<file path="src/include/ctsc_pkg.sv">
// Purpose: shared constants and types of the cap trellis scrambler codec
// Assumes: one 200 MHz clock; symbol rate derived by a phase accumulator
// Notes:   tap indices are history positions, bit 0 holding the newest bit
`default_nettype none
package ctsc_pkg;
  localparam int           HIST_W        = 23;
  localparam int           TAP_LONG      = 22;  // x^-23
  localparam int           TAP_CUST      = 17;  // x^-18
  localparam int           TAP_EXCH      = 4;   // x^-5
  localparam int           CW_W          = 7;
  localparam int           TREL_W        = 3;
  localparam int           CNT_W         = 3;
  localparam logic [2:0]   GRP_TWO_PAIR  = 3'h5;
  localparam logic [2:0]   GRP_ONE_PAIR  = 3'h6;
  localparam logic [2:0]   GRP_UNCODED_X = 3'h1;
  localparam logic [22:0]  HIST_RST      = 23'h000000;
  localparam logic [2:0]   TREL_RST      = 3'h0;
  localparam longint       CLK_HZ        = 200_000_000;
  localparam longint       SYM_HZ_64     = 233_600;  // 1 168 kbit/s, 110 ppm
  localparam longint       SYM_HZ_128    = 386_667;  // 2 320 kbit/s, 90 ppm
  localparam int           PPM_64        = 110;
  localparam int           PPM_128       = 90;
  localparam int           ACC_W         = 32;
  // accumulator step; quantisation error is below 1 ppm, well inside tolerance
  localparam logic [31:0]  NCO_INC_64    = 32'((SYM_HZ_64 * (64'h1 << ACC_W)) / CLK_HZ);
  localparam logic [31:0]  NCO_INC_128   = 32'((SYM_HZ_128 * (64'h1 << ACC_W)) / CLK_HZ);
  typedef enum logic [0:0] {
    CTSC_SELF_SYNC = 1'b0,
    CTSC_LOCKED    = 1'b1
  } ctsc_scr_mode_t;
endpackage : ctsc_pkg
`default_nettype wire

</file>
<file path="src/verilog/ctsc_codec.sv">
// Purpose: scrambler, symbol grouping and trellis redundancy for a CAP line codec
// Assumes: bit streams synchronous to i_mclk; receive words already sliced
// Notes:   constellation lookup and precoding sit downstream of o_tx_code
// Operation
// RQ1: line code is trellis-coded CAP with Tomlinson precoding before transmission.
// RQ2: 1 168 kbit/s uses coded 64-point, 2 320 kbit/s uses coded 128-point.
// RQ3: start-up transmits uncoded, without trellis redundancy, then switches to coded.
// RQ4: eight-state two-dimensional code, no differential encoding.
// RQ5: exactly one redundant bit per symbol; six or seven bits per symbol total.
// RQ6: two-pair groups are five bits, earliest bit is least significant.
// RQ7: first two group bits feed a systematic encoder producing the redundant bit.
// RQ8: two-pair code word is redundant bit then five group bits, bits zero to five.
// RQ9: one-pair uses six-bit groups forming a seven-bit code word.
// RQ10: customer side polynomial is one plus x^-18 plus x^-23.
// RQ11: exchange side polynomial is one plus x^-5 plus x^-23.
// RQ12: self-synchronizing transmit divides the stream by the polynomial.
// RQ13: self-synchronizing receive multiplies the stream by the polynomial.
// RQ14: locked mode adds the generated sequence on transmit, removes it on receive.
// RQ15: each end enters locked mode on ones data, with no coordination.
// RQ16: every frame bit, overhead, sync and stuffing, is scrambled.
// RQ17: symbol clock 233,60 kbaud within 110 ppm or 386,667 kbaud within 90 ppm.
// RQ18: frame length varies with stuffing, so symbols per frame vary.
// RQ19: code word mapping and encoder taps by lookup and three-bit state.
// RQ20: each scrambler holds 23 bits of history, cleared at reset.
`default_nettype none
module ctsc_codec #(
  parameter logic [31:0] NCO_INC_2PAIR = ctsc_pkg::NCO_INC_64,
  parameter logic [31:0] NCO_INC_1PAIR = ctsc_pkg::NCO_INC_128
) (
  input  wire logic       i_mclk,
  input  wire logic       i_rst_b,
  input  wire logic       i_one_pair,
  input  wire logic       i_exchange_side,
  input  wire logic       i_coded,
  input  wire logic       i_lock_req,
  input  wire logic       i_tx_bit,
  input  wire logic       i_tx_vld,
  output logic            o_tx_bit_rdy,
  output logic [6:0]      o_tx_code,
  output logic            o_tx_code_vld,
  output logic            o_sym_tick,
  output logic            o_tx_locked,
  input  wire logic [6:0] i_rx_code,
  input  wire logic       i_rx_vld,
  output logic [6:0]      o_rx_data,
  output logic [2:0]      o_rx_len,
  output logic            o_rx_vld,
  output logic            o_rx_locked
);
  typedef struct packed {
    logic [31:0]              acc;
    logic                     sym_tick;
    logic [22:0]              tx_hist;
    ctsc_pkg::ctsc_scr_mode_t tx_mode;
    logic [6:0]               tx_grp;
    logic [2:0]               tx_cnt;
    logic                     tx_full;
    logic [2:0]               tx_trel;
    logic [6:0]               tx_code;
    logic                     code_vld;
    logic [22:0]              rx_hist;
    ctsc_pkg::ctsc_scr_mode_t rx_mode;
    logic [6:0]               rx_data;
    logic [2:0]               rx_len;
    logic                     rx_vld;
  } ctsc_state_t;

  ctsc_state_t s;
  ctsc_state_t next_s;
  logic        red_bit;
  logic [2:0]  trel_next;

  // feedback of the direction-specific polynomial, both taps from history
  function automatic logic tap_fn(input logic [22:0] h, input logic exch);
    logic t;
    t = exch ? h[ctsc_pkg::TAP_EXCH] : h[ctsc_pkg::TAP_CUST]; // see RQ11 see RQ10
    return t ^ h[ctsc_pkg::TAP_LONG];
  endfunction

  // bits per symbol: five or six info bits coded, one more while uncoded
  function automatic logic [2:0] grp_len_fn(input logic one_pair, input logic coded);
    logic [2:0] b;
    b = one_pair ? ctsc_pkg::GRP_ONE_PAIR : ctsc_pkg::GRP_TWO_PAIR; // see RQ6 see RQ9
    return coded ? b : 3'(b + ctsc_pkg::GRP_UNCODED_X);               // see RQ3
  endfunction

  ctsc_trellis_enc ctsc_trellis_enc_inst (
    .i_state                 (s.tx_trel),
    .i_group_first_info_bit  (s.tx_grp[0]),
    .i_group_second_info_bit (s.tx_grp[1]),
    .o_trellis_redundant_bit (red_bit),
    .o_next_state            (trel_next)
  ); // see RQ7 see RQ4 see RQ19

  always_comb begin
    logic                     fb;
    logic                     sb;
    logic                     d;
    logic                     carry;
    logic [31:0]              inc;
    logic [31:0]              sum;
    logic [22:0]              h;
    ctsc_pkg::ctsc_scr_mode_t m;
    logic [6:0]               info;
    logic [6:0]               data;
    logic [2:0]               glen;
    fb     = 1'b0;
    sb     = 1'b0;
    d      = 1'b0;
    carry  = 1'b0;
    inc    = 32'h0000_0000;
    sum    = 32'h0000_0000;
    glen   = 3'h0;
    h      = s.rx_hist;
    m      = s.rx_mode;
    info   = 7'h00;
    data   = 7'h00;
    next_s = s;
    next_s.code_vld = 1'b0;
    next_s.rx_vld   = 1'b0;
    glen = grp_len_fn(i_one_pair, i_coded);

    // symbol rate by phase accumulator; carry is the one-cycle symbol enable
    inc = i_one_pair ? NCO_INC_1PAIR : NCO_INC_2PAIR; // see RQ17 see RQ2
    {carry, sum} = {1'b0, s.acc} + {1'b0, inc};
    next_s.acc      = sum;
    next_s.sym_tick = carry;

    // transmit: every offered bit is scrambled, no bypass exists
    if (i_tx_vld && !s.tx_full) begin
      fb = tap_fn(s.tx_hist, i_exchange_side);
      sb = i_tx_bit ^ fb; // see RQ16
      if (s.tx_mode == ctsc_pkg::CTSC_LOCKED) begin
        next_s.tx_hist = {s.tx_hist[21:0], fb}; // see RQ14
      end else begin
        next_s.tx_hist = {s.tx_hist[21:0], sb}; // see RQ12
        if (i_lock_req && i_tx_bit) begin
          next_s.tx_mode = ctsc_pkg::CTSC_LOCKED; // see RQ15
        end
      end
      next_s.tx_grp[s.tx_cnt] = sb; // see RQ6
      if (s.tx_cnt == 3'(glen - 3'h1)) begin
        next_s.tx_cnt  = 3'h0;
        next_s.tx_full = 1'b1;
      end else begin
        next_s.tx_cnt = 3'(s.tx_cnt + 3'h1);
      end
    end
    if (!i_lock_req) begin
      next_s.tx_mode = ctsc_pkg::CTSC_SELF_SYNC;
    end

    // groups run on across frame boundaries; stuffing only changes the count
    if (carry && s.tx_full) begin // see RQ18
      if (i_coded) begin
        next_s.tx_code = {s.tx_grp[5:0], red_bit}; // see RQ8 see RQ9 see RQ5
        next_s.tx_trel = trel_next;                 // see RQ19
      end else begin
        next_s.tx_code = s.tx_grp; // see RQ3
        next_s.tx_trel = ctsc_pkg::TREL_RST;
      end
      next_s.tx_grp   = 7'h00;
      next_s.tx_full  = 1'b0;
      next_s.code_vld = 1'b1; // see RQ1
    end

    // receive: drop the redundant bit, then descramble lsb first
    // no viterbi decision here: words arrive already sliced, so a bad slice
    // corrupts, in self-sync mode, the descrambled bits at the tap distances as well
    if (i_rx_vld) begin
      info = i_coded ? {1'b0, i_rx_code[6:1]} : i_rx_code; // see RQ5
      for (int k = 0; k < ctsc_pkg::CW_W; k++) begin
        if (k < int'(glen)) begin
          fb = tap_fn(h, i_exchange_side);
          d  = info[k] ^ fb;
          if (m == ctsc_pkg::CTSC_LOCKED) begin
            h = {h[21:0], fb}; // see RQ14
          end else begin
            h = {h[21:0], info[k]}; // see RQ13
            if (i_lock_req && d) begin
              m = ctsc_pkg::CTSC_LOCKED; // see RQ15
            end
          end
          data[k] = d;
        end
      end
      next_s.rx_hist = h;
      next_s.rx_data = data;
      next_s.rx_len  = glen;
      next_s.rx_vld  = 1'b1;
    end
    next_s.rx_mode = i_lock_req ? m : ctsc_pkg::CTSC_SELF_SYNC;
  end

  always_ff @(posedge i_mclk) begin
    if (!i_rst_b) begin
      s         <= '0;
      s.tx_hist <= ctsc_pkg::HIST_RST; // see RQ20
      s.rx_hist <= ctsc_pkg::HIST_RST; // see RQ20
      s.tx_trel <= ctsc_pkg::TREL_RST;
      s.tx_mode <= ctsc_pkg::CTSC_SELF_SYNC;
      s.rx_mode <= ctsc_pkg::CTSC_SELF_SYNC;
    end else begin
      s <= next_s;
    end
  end

  // ready is combinational so a full group stalls the source in the same cycle
  assign o_tx_bit_rdy  = !s.tx_full;
  assign o_tx_code     = s.tx_code;
  assign o_tx_code_vld = s.code_vld;
  assign o_sym_tick    = s.sym_tick;
  assign o_tx_locked   = (s.tx_mode == ctsc_pkg::CTSC_LOCKED);
  assign o_rx_data     = s.rx_data;
  assign o_rx_len      = s.rx_len;
  assign o_rx_vld      = s.rx_vld;
  assign o_rx_locked   = (s.rx_mode == ctsc_pkg::CTSC_LOCKED);

  // checks
  localparam int MAX_SYM_GAP = 900;
  logic tx_take;
  assign tx_take = i_tx_vld && o_tx_bit_rdy;
endmodule // ctsc_codec
`default_nettype wire

</file>
<file path="src/verilog/ctsc_trellis_enc.sv">
// Purpose: 8-state systematic convolutional encoder step, no differential part
// Assumes: caller holds the state register and advances it once per coded symbol
// Notes:   feedback taps are a parameter-free fixed network; swap here if needed
`default_nettype none
module ctsc_trellis_enc (
  input  wire logic [2:0] i_state,
  input  wire logic       i_group_first_info_bit,
  input  wire logic       i_group_second_info_bit,
  output logic            o_trellis_redundant_bit,
  output logic [2:0]      o_next_state
);
  // systematic: info bits pass untouched, only the parity bit is generated
  assign o_trellis_redundant_bit = i_state[0];
  assign o_next_state = {i_state[0] ^ i_group_first_info_bit,
                         i_state[2] ^ i_group_second_info_bit,
                         i_state[1] ^ i_group_first_info_bit};
endmodule // ctsc_trellis_enc
`default_nettype wire
</file>
<file path="config.mk">
export PLATFORM = sky130hd
export DESIGN_NAME = ctsc_codec
export DESIGN_NICKNAME = d
export VERILOG_FILES = /design/src/include/ctsc_pkg.sv /design/src/verilog/ctsc_codec.sv /design/src/verilog/ctsc_trellis_enc.sv
export SDC_FILE = /design/constraint.sdc
export NUM_CORES = 1
export LEC_CHECK = 0
export BUFFER_PORTS_ARGS = -buffer_cell sky130_fd_sc_hd__buf_4
export CAP_MARGIN = 15
export CELL_PAD_IN_SITES_DETAIL_PLACEMENT = 1
export CELL_PAD_IN_SITES_GLOBAL_PLACEMENT = 1
export CORE_ASPECT_RATIO = 1.5
export CORE_MARGIN = 2
export CORE_UTILIZATION = 46
export DETAILED_ROUTE_END_ITERATION = 8
export PLACE_DENSITY = 0.86
export RECOVER_POWER = 50
export SYNTH_ARGS = -nofsm -noshare
export SYNTH_HDL_FRONTEND = slang
export SYNTH_SLANG_ARGS = --single-unit
export TNS_END_PERCENT = 10
</file>
<file path="constraint.sdc">
create_clock -name i_mclk -period 3.2 [get_ports i_mclk]
set_input_delay 0.16 -clock i_mclk [delete_from_list [all_inputs] [get_ports i_mclk]]
set_output_delay 0.16 -clock i_mclk [all_outputs]
set_load 0.05 [all_outputs]
</file>
After elaboration in Yosys (flattened, before gate mapping)
Cells that the tools add are included.

storage, ports and cells
  register bits after elaboration = 114
  input port bits = 16
  logic and storage cells = 140

cells by class
  $add $sub $neg = 4
  order comparisons = 9
  equality and inequality tests = 1
  mux-type cells = 76
  bitwise logic cells = 20
  reduce and logical (&&, ||, !) cells = 15

operators by type and width
  operator                                                    count
  two-way mux 23 bit                                          13
  two-way mux 1 bit                                           55
  adder 32 x 23 -> 33 bit                                     1
  two-way mux 22 bit                                          1
  bitwise XOR 1 bit                                           19
  logical AND 1 bit                                           11
  two-way mux 10 bit                                          1
  less-than comparator 3 bit, first input constant            3
  bitwise mux 7 bit                                           1
  two-way mux 7 bit                                           1
  adder 3 x 1 -> 3 bit, second input constant                 2
  less-than comparator 1 x 3 -> 1 bit, first input constant   2
  less-than comparator 2 x 3 -> 1 bit, first input constant   2
  two-way mux 3 bit                                           2
  less-than comparator 3 x 4 -> 1 bit, second input constant  1
  AND reduction 2 bit                                         2
  demux 1 bit (select 3 bit)                                  1
  == test 3 bit                                               1
  >= comparator 3 x 1 -> 1 bit, second input constant         1
  subtractor 3 x 1 -> 3 bit, second input constant            1
  two-way mux 2 bit                                           1
  OR reduction 2 bit                                          1
  zero test 1 bit                                             1
  inverter 1 bit                                              1

Depth between registers and ports, before layout
Gate-level depths: netlist (run 1).

  word-level depth = 40
  gate-level depth with buffers = 15
  mapped depth without buffers = 14

Cells and area by module
Synthesis (run 1) repeated with hierarchy kept, for this count alone.

second synthesis, totals
  cells, all modules = 737
  area total of the unflattened synthesis = 6338.6 sq um

modules (own cells, without submodules)
  module            instances  cells each  area each (sq um)  seq. area each (sq um)
  ctsc_codec        1          733         6304.8             2282.2
  ctsc_trellis_enc  1          4           33.8               0.0

Least setup slack after synthesis (run 1)
OpenSTA, ideal clock, no wires.

  path type = in2reg
  from = input port i_one_pair
  to = register s[45] (netlist name)
  library setup time = 61 ps
  data arrival time = 2801 ps
  data required time = 3139 ps
  path slack = 338 ps
  stages = 15
  path buffers = 1
  path through = inv_1 -> ha_1 -> inv_1 -> fa_1 -> nor2b_1 -> o21a_1 -> o21ai_0 -> a21oi_1 -> o21ai_1 -> a21oi_1 -> a41oi_1 -> or3_1 -> buf_2 -> inv_1 -> a32o_1

between the ends
  longest elaborated chain between the ends = 3

RTL lines
  item                     RTL line           RTL
  from (decl)              ctsc_codec.sv:32   input wire logic i_one_pair,
  two-way mux 22 bit       ctsc_codec.sv:124  inc = i_one_pair ? NCO_INC_1PAIR : NCO_INC_2PAIR;
  adder 32 x 23 -> 33 bit  ctsc_codec.sv:125  {carry, sum} = {1'b0, s.acc} + {1'b0, inc};
  logical AND 1 bit        ctsc_codec.sv:154  if (carry && s.tx_full) begin
  to (signal assigned)     ctsc_codec.sv:204  s <= next_s;
  to (decl)                ctsc_codec.sv:68   ctsc_state_t s;

No other way between the ends.
A chain may end at the register's enable or synchronous reset.

Final worst setup path (run 1)
  from = register s[83] (netlist name)
  to = register s[107] (netlist name)

between the ends
  longest elaborated chain between the ends = 1

RTL lines
  item                     RTL line
  adder 32 x 23 -> 33 bit  ctsc_codec.sv:125

No other way between the ends.

==> flow_summary.ini, run 1 <==
[routing]
drcViolationCount = 0
routed_wl_mm = 15.59
wl_per_cell_um = 17.74
ant_nets = 0
vias = 4928
routed_via_density = 5.606
drtPass1Iterations = 4
drtIter0Drc = 165

[clock_tree]
cts-root-buf = clkbuf_16
worstSkewPairLatency_ps = 410
cts_htree_levels = 4
clkTransAtPathRegs_ps = 60
cts_made_buffers = 17
cts_tree = yes
cts.sinks = 114
ctsHoldBuffers = 0
clockBufferDepth = 2

[grt]
grt_max_degree = 63
grt-ovfl-total = 0
grt_usage_pct = 22.60
grt_pass1_wl_mm = 25.41
grt_pass1_vias = 5276
antenna_found_initial = 0

[sta]
max_freq_mhz = 326.3
finalCritPeriodShare_pct = 95.76
worst_pin_slew_ps = 2823
hold_viol_final = 0
setup_viol = 0
fin_crit_ps = 3064
clock_skew_ps = 7.023
relSlewSlack_pct = -88.19
slew_viol_final = 63
tns_ps = 0

[floorplan]
die_area_mm2 = 0.01391
start_util_pct = 46.49
die_w_um = 96.97
die_h_um = 143.4
fp.coreArea_mm2 = 0.01283
fp-row-count = 51
io_pins = 39

[critical_path]
worst_r2r_path_depth = 10
rrSetupSlack_ps = 140
path_class = flop to flop
r2r-end = s[107]
required_ps = 3470
cp-start-kind = flop
critPathArrivalTime_ps = 3340
endpoint_kind = flop
r2r-start = s[83]
crit_fanout = 5

[worst_hold_path]
hp-start = i_tx_bit
hold_path_class = input pin to flop
worstHoldPathCells = 3
holdPathEnd = o_tx_locked

[final_layout]
multi_input_area_mm2 = 0.003336
nets = 738
area_growth_pct = 12.09
n_fill_cell = 1509
drive_above_1_share_pct = 11.81
layout.cells.most_common = dfxtp_1
register_area_mm2 = 0.002282
num_antenna_cells = 0
final_cell_mix = dfxtp_1, nor2_1, a21oi_1

[synth]
ys_seq_area_share_pct = 38.27
synth_cell_types = 52
synth-async-reset-ratio_pct = 0
synth_edf_count = 0
synth_area_leaders = dfxtp_1, mux2i_1, a21oi_1
synth_warnings = 0
synth_cells = 699
syn_area_per_cell_um2 = 8.531
synth_largest_area_cell = dfxtp_1
ys.flop_type = dfxtp_1
syn-num-nets = 729
synth.cell_area_mm2 = 0.005963
ys_seq_elements = 114
yosysTopAreaCellShare_pct = 38.27

[place]
io_buffers = 38
gp_congestion = 0.8318
hpwlAfterDp_mm = 10.19

[power]
leakagePower_uw = 0.002669
p_per_area_mw_per_mm2 = 688.0
max-vdd-ir-drop_uv = 375.1
power_uw = 4598

[status]
status = finished, violations left
violations = capacitance limit, slew limit

[run]
maxCapViolations = 1
synthesized netlist by cell type, types with 9 or more instances:
| cell type | n |
|---|---|
| dfxtp_1 | 114 |
| nand2_1 | 65 |
| xor2_1 | 25 |
| nor2_1 | 102 |
| a211oi_1 | 23 |
| clkbuf_1 | 31 |
| inv_1 | 14 |
| a21oi_1 | 77 |
| nand3_1 | 10 |
| mux2_2 | 19 |
| nor3_1 | 9 |
| xnor2_1 | 16 |
| o21ai_0 | 17 |
| ha_1 | 13 |
| mux2i_1 | 57 |
| buf_4 | 18 |
how the worst max path moves through the flow:
stage,from,endpoint,slack [ps],cells past startpoint
finish,s[83],s[107],140,10
global route,s[83],s[113],-140,10
CTS,s[82],s[43],10,13
detailed placement,i_one_pair,s[43],-10,15
global placement,i_one_pair,s[45],180,15
floorplan,i_one_pair,s[45],340,15
cell type report:
| class | count | area share [%] |
|---|---|---|
| Tap cell | 159 | 2.976 |
| Clock inverter | 12 | 1.292 |
| Timing Repair Buffer | 50 | 4.212 |
| Sequential cell | 114 | 34.14 |
| Inverter | 15 | 0.8424 |
| Clock buffer | 19 | 6.627 |
| Multi-Input combinational cell | 510 | 49.91 |
power breakdown:
part | internal (uW) | switching, uW | leakage (uW)
Sequential | 1580 | 131 | 0.000933
Clock | 1000 | 694 | 0.000255
Combinational | 497 | 696 | 0.00148
worst max-delay path, stage by stage, from the launching register on:
cell and delay (ps):
dfxtp_1 320, ha_1 280, a21oi_1 290, o21bai_1 140, a21oi_1 300, o211ai_1 210
a311oi_1 640, o31ai_1 340, nand3_1 180, xor2_1 160, nor2_1 60
what timing repair did:
action                                  in CTS  in global routing
gates cloned                                 0                  0
endpoints found under the setup margin       3                 23
pin swaps                                    0                  1
gates resized for setup                      1                  4
setup buffers                                0                  1
registers in the layout, indices dropped and copies added, names as in the netlist:
signal / count
o_rx_locked: 1
o_rx_len: 3
o_tx_code_vld: 1
o_tx_code: 7
o_tx_locked: 1
s: 92
o_rx_data: 7
o_sym_tick: 1
o_rx_vld: 1
metal layers:
metal / GRT usage (%) / part of all wire (%) / vias to the layer above
met3: 4.475 / 2.8 / 37
li1: - / - / 2417
met4: 10.30 / 3.3 / 0
met1: 22.79 / 39 / 2400
met5: 0 / 0 / -
met2: 44.30 / 55 / 74
cells by family after synthesis:
| kind of cell | Yosys count | synth area share (%) |
|---|---|---|
| xor+xnor | 44 | 7.239 |
| simple gates | 225 | 16.55 |
| compound gates | 150 | 15.30 |
| fa+ha+maj | 14 | 3.063 |
| buf+inv | 75 | 6.043 |
| flops | 114 | 38.27 |
| mux | 77 | 13.53 |
stage by stage:
stage          instances  worst slack, ps  hold slack (ps)  cell area [um^2]  util [%]
2_1_floorplan        699            338.0            300.1              5963         -
3_3_place_gp         847            177.9            418.0              6228     48.56
3_5_place_dp         847           -10.38            430.7              6228     48.56
4_1_cts              878            12.06            12.63              6763     52.73
5_1_grt              879           -142.9            19.83              6684     52.11
6_report             879            135.6            11.90              6684     52.11
Note: power is estimated with default switching activity, not from simulation.
==> run 2: changes to the inputs <==
--- a/config.mk
+++ b/config.mk
@@ -13,7 +13,7 @@
 export CORE_MARGIN = 2
 export CORE_UTILIZATION = 46
 export DETAILED_ROUTE_END_ITERATION = 8
-export PLACE_DENSITY = 0.86
+export PLACE_DENSITY_LB_ADDON = 0.25
 export RECOVER_POWER = 50
 export SYNTH_ARGS = -nofsm -noshare
 export SYNTH_HDL_FRONTEND = slang
==> run 2 against run 1 <==
Against the previous run: the flow still finishes with violations (capacitance limit, slew limit); first-iteration DRC count shrank 2.4%; design area grew 1.2%; critical path depth is 3 higher; setup slack lost 4.1 ps; via count down 0.63%; sequential power about the same; sequential share of layout area shrank 0.41 points; non-clock buffer count increased by 2; largest power group is now the clock network; highest routed layer unchanged.
==> flow_summary.ini, run 2 (synthesis gave the netlist of run 1 again) <==
[final_layout]
multi_input_area_mm2 = 0.003341
register_area_mm2 = 0.002282
nets = 740
fin_util_pct = 52.75
drive_above_1_share_pct = 12.03
num_antenna_cells = 0
final_cell_mix = dfxtp_1, nor2_1, a21oi_1
regMostFlops = s
n_fill_cell = 1544
area_growth_pct = 13.45
layout.cells.most_common = dfxtp_1
largest_reg_flops = 92

[critical_path]
crit_start = s[82]
path_class = flop to flop
cp_slowest_stage_delay_ps = 400
required_ps = 3500
critPathArrivalTime_ps = 3370
cp-start-kind = flop
cp_slowest_cell = fa_1
crit_fanout = 11
r2r-start = s[82]
endpoint_kind = flop
cp_cell_sequence = ha_1 -> inv_1 -> fa_1 -> nor2b_2 -> o21a_1 -> o21ai_0 -> a21oi_1 -> o21ai_1 -> a21oi_2 -> a41oi_2 -> buf_4 -> o21a_2 -> a32o_1

[sta]
tns_ps = 0
clock_skew_ps = 9.470
finalCritPeriodShare_pct = 95.89
max_freq_mhz = 325.9
relSlewSlack_pct = -85.57
hold_viol_final = 0
fin_crit_ps = 3069
slew_viol_final = 63
worst_pin_slew_ps = 2784
fin_ws_ps = 131.4
setup_viol = 0

[clock_tree]
cts_tree = yes
cts.sinks = 114
cts-root-buf = clkbuf_16
cts_htree_levels = 4
cts_made_buffers = 17
worstSkewPairLatency_ps = 420
postCtsSetupRepairBufs = 0
clkTransAtPathRegs_ps = 60
clockBufferDepth = 2

[routing]
wl_per_cell_um = 17.12
routed_wl_mm = 15.10
drtIter0Drc = 161
drtPass1Iterations = 4
routed_via_density = 5.552
ant_nets = 0
drcViolationCount = 0
vias = 4897

[power]
p_per_area_mw_per_mm2 = 708.2
leakagePower_uw = 0.002709
max-vdd-ir-drop_uv = 395.1

[grt]
grt_pass1_vias = 5301
grt_pass1_wl_mm = 25.45
antenna_found_initial = 0
grt_max_degree = 63
grt-ovfl-total = 0
grt_usage_pct = 22.40

[worst_hold_path]
hp-start = i_tx_bit
hold_path_class = input pin to flop

[place]
post-place-ws_ps = -35.22
gp_congestion = 0.8118
io_buffers = 38
hpwlAfterDp_mm = 10.44

[status]
violations = capacitance limit, slew limit
status = finished, violations left

[floorplan]
start_util_pct = 46.49
fp-row-count = 51
io_pins = 39
die_h_um = 143.4
die_w_um = 96.97
fp.coreArea_mm2 = 0.01283
die_area_mm2 = 0.01391

[run]
maxCapViolations = 1
==> run 2: changes by cell type in the layout (fill, tap and decap cells not counted), sizes merged <==
| cell | previous run | this run |
|---|---|---|
| bufinv | 0 | 2 |
| clkinvlp | 3 | 1 |
| dlygate4sd3 | 0 | 1 |
| inv | 17 | 19 |
==> run 2: final timing paths <==
kind / cells past startpoint / to / slack, ps
setup / recovery: 13 / s[44] / 130
hold / removal: 3 / o_tx_locked / 8
setup reg to reg: 13 / s[44] / 130
hold reg to reg: 2 / s[62] / 460
==> run 2: final cells by class <==
cell class / instances / area share [%]
Timing Repair Buffer: 52 / 4.365
Clock buffer: 18 / 6.492
Multi-Input combinational cell: 510 / 49.38
Inverter: 15 / 0.8323
Clock inverter: 14 / 2.256
Tap cell: 159 / 2.941
Sequential cell: 114 / 33.73
==> run 2: worst max-delay path, delay by kind of cell (launching register included) <==
family / cells / cell delay [ps]
AOI/OAI and AO/OA: 8 / 1630
adders and majority gates: 2 / 580
buffers and inverters: 2 / 280
DFF: 1 / 310
and+or+nand+nor: 1 / 170
==> run 2: timing repair <==
| item | 4_1_cts | 5_1_grt |
|---|---|---|
| hold buffers | 1 | 0 |
| gates resized for setup | 1 | 4 |
| setup endpoints to repair | 2 | 22 |
| pin swaps | 0 | 2 |
| endpoints found under the hold margin | 1 | 0 |
==> run 2: power breakdown <==
group,internal [uW],switching [uW],leakage (uW)
clock network,1170,722,0.000291
logic,506,685,0.00148
registers,1580,128,0.000933
total,3260,1530,0.00271
==> run 2: metrics by stage <==
step                      hold slack, ps  power, uW  cell area [um^2]  instances
after floorplan                    300.1       2610              5963        699
after global placement             406.8       2851              6243        849
after detailed placement           419.3       2913              6243        849
after CTS                          5.545       4831              6850        882
after global routing               21.04       5032              6765        882
final                              8.168       4791              6765        882
==> run 2: metal layers <==
layer	share of wire [%]	track usage (%)	routed length, um	vias up
li1	-	-	-	2419
met1	42	23.92	6275	2408
met2	54	42.69	8172	43
met3	2.1	4.377	312	27
met4	2.2	9.563	337	0
met5	0	0	0	-
==> run 3: changes to the inputs <==
--- a/config.mk
+++ b/config.mk
@@ -13,6 +13,7 @@
 export CORE_MARGIN = 2
 export CORE_UTILIZATION = 46
 export DETAILED_ROUTE_END_ITERATION = 8
+export MAX_ROUTING_LAYER = met4
 export PLACE_DENSITY_LB_ADDON = 0.25
 export RECOVER_POWER = 50
 export SYNTH_ARGS = -nofsm -noshare
==> run 3 against run 2 <==
Against the previous run: the flow still finishes with violations (capacitance limit, slew limit); via count down 0.16%; critical path depth unchanged; flip-flop and latch count unchanged; clock power about the same.
==> flow_summary.ini, run 3 (synthesis gave the netlist of run 1 again) <==
[status]
status = finished, violations left
violations = capacitance limit, slew limit

[final_layout]
final_cell_mix = dfxtp_1, nor2_1, a21oi_1
num_antenna_cells = 0
layout.cells.most_common = dfxtp_1
regMostFlops = s
area_growth_pct = 13.45
largest_reg_flops = 92
drive_above_1_share_pct = 12.03
nets = 740

[clock_tree]
postCtsSetupRepairBufs = 0
cts_htree_levels = 4
clkTransAtPathRegs_ps = 60
cts.sinks = 114
cts_made_buffers = 17
cts-root-buf = clkbuf_16
clockBufferDepth = 2
cts_tree = yes
worstSkewPairLatency_ps = 410

[floorplan]
fp-row-count = 51
start_util_pct = 46.49
die_area_mm2 = 0.01391
die_w_um = 96.97
io_pins = 39
fp.coreArea_mm2 = 0.01283
die_h_um = 143.4

[place]
gp_congestion = 0.8238
io_buffers = 38
hpwlAfterDp_mm = 10.44

[sta]
slew_viol_final = 63
max_freq_mhz = 325.7
fin_crit_ps = 3070
clock_skew_ps = 6.014
finalCritPeriodShare_pct = 95.94
hold_ws_ps = 11.32
setup_viol = 0
worst_pin_slew_ps = 2707
relSlewSlack_pct = -80.48
hold_viol_final = 0

[power]
p_per_area_mw_per_mm2 = 707.8
power_uw = 4788
max-vdd-ir-drop_uv = 394.7
leakagePower_uw = 0.002709

[grt]
grt_max_degree = 63
antenna_found_initial = 0
grt_usage_pct = 23.05
grt-ovfl-total = 0
grt_pass1_wl_mm = 25.46
grt_pass1_vias = 5295

[routing]
routed_wl_mm = 15.03
drtPass1Iterations = 4
vias = 4889
wl_per_cell_um = 17.04
routed_via_density = 5.543
drtIter0Drc = 176
drcViolationCount = 0
ant_nets = 0

[run]
maxCapViolations = 1

[critical_path]
critPathArrivalTime_ps = 3370
required_ps = 3500
path_class = flop to flop
endpoint_kind = flop
cp-start-kind = flop
crit_fanout = 11

[worst_hold_path]
hold_path_class = input pin to flop
## run 3: cell counts in the layout (fill, tap and decap cells not counted)
No cell type changed its count.
## run 3: path summary, 6_finish.rpt
path,startpoint,end,slack [ps],cells after the start
worst max-delay path,s[82],s[44],130,13
worst min register to register,s[61],s[62],460,2
worst max register to register,s[82],s[44],130,13
worst min-delay path,i_tx_bit,o_tx_locked,10,3
## run 3: report_power, final
part           leakage, uW  switching (uW)  total (uW)  internal [uW]
sequential        0.000933             127        1700           1580
combinational      0.00148             684        1190            506
clock             0.000291             721        1900           1170
## run 3: metrics by stage
| step | cell area [um^2] | setup TNS [ps] | worst slack (ps) | instances | utilization (%) |
|---|---|---|---|---|---|
| 6_report | 6765 | 0 | 129.9 | 882 | 52.75 |
| 5_1_grt | 6765 | -60.57 | -26.81 | 882 | 52.75 |
| 4_1_cts | 6850 | 0 | 2.281 | 882 | 53.41 |
| 3_5_place_dp | 6243 | -54.61 | -35.22 | 849 | 48.68 |
| 3_3_place_gp | 6243 | 0 | 164.7 | 849 | 48.68 |
| 2_1_floorplan | 5963 | 0 | 338.0 | 699 | - |
## run 3: critical path, cell delays in order (launching register included)
cell	delay (ps)
dfxtp_1	310
ha_1	180
inv_1	70
fa_1	400
nor2b_2	170
o21a_1	140
o21ai_0	150
a21oi_1	270
o21ai_1	150
a21oi_2	210
a41oi_2	170
buf_4	210
o21a_2	300
a32o_1	240
## run 3: routing by layer
metal	part of all wire [%]	GRT usage, %	wire (um)
met5	0	-	0
met4	2.3	9.563	346
met3	2.1	4.134	311
met2	54	42.69	8157
met1	41	24.07	6219
## run 3: cell type report
type	count	area, um^2
clock inverter	14	152.6
timing repair buffer	52	295.3
clock buffer	18	439.2
fill	1544	6061
tap	159	198.9
multi-input combinational	510	3341
inverter	15	56.30
sequential	114	2282
## run 3: repair_timing
| item | in CTS | in global routing |
|---|---|---|
| setup endpoints to repair | 2 | 22 |
| pin swaps | 0 | 2 |
| gates resized for setup | 1 | 4 |
| hold buffers | 1 | 0 |
| endpoints found under the hold margin | 1 | 0 |
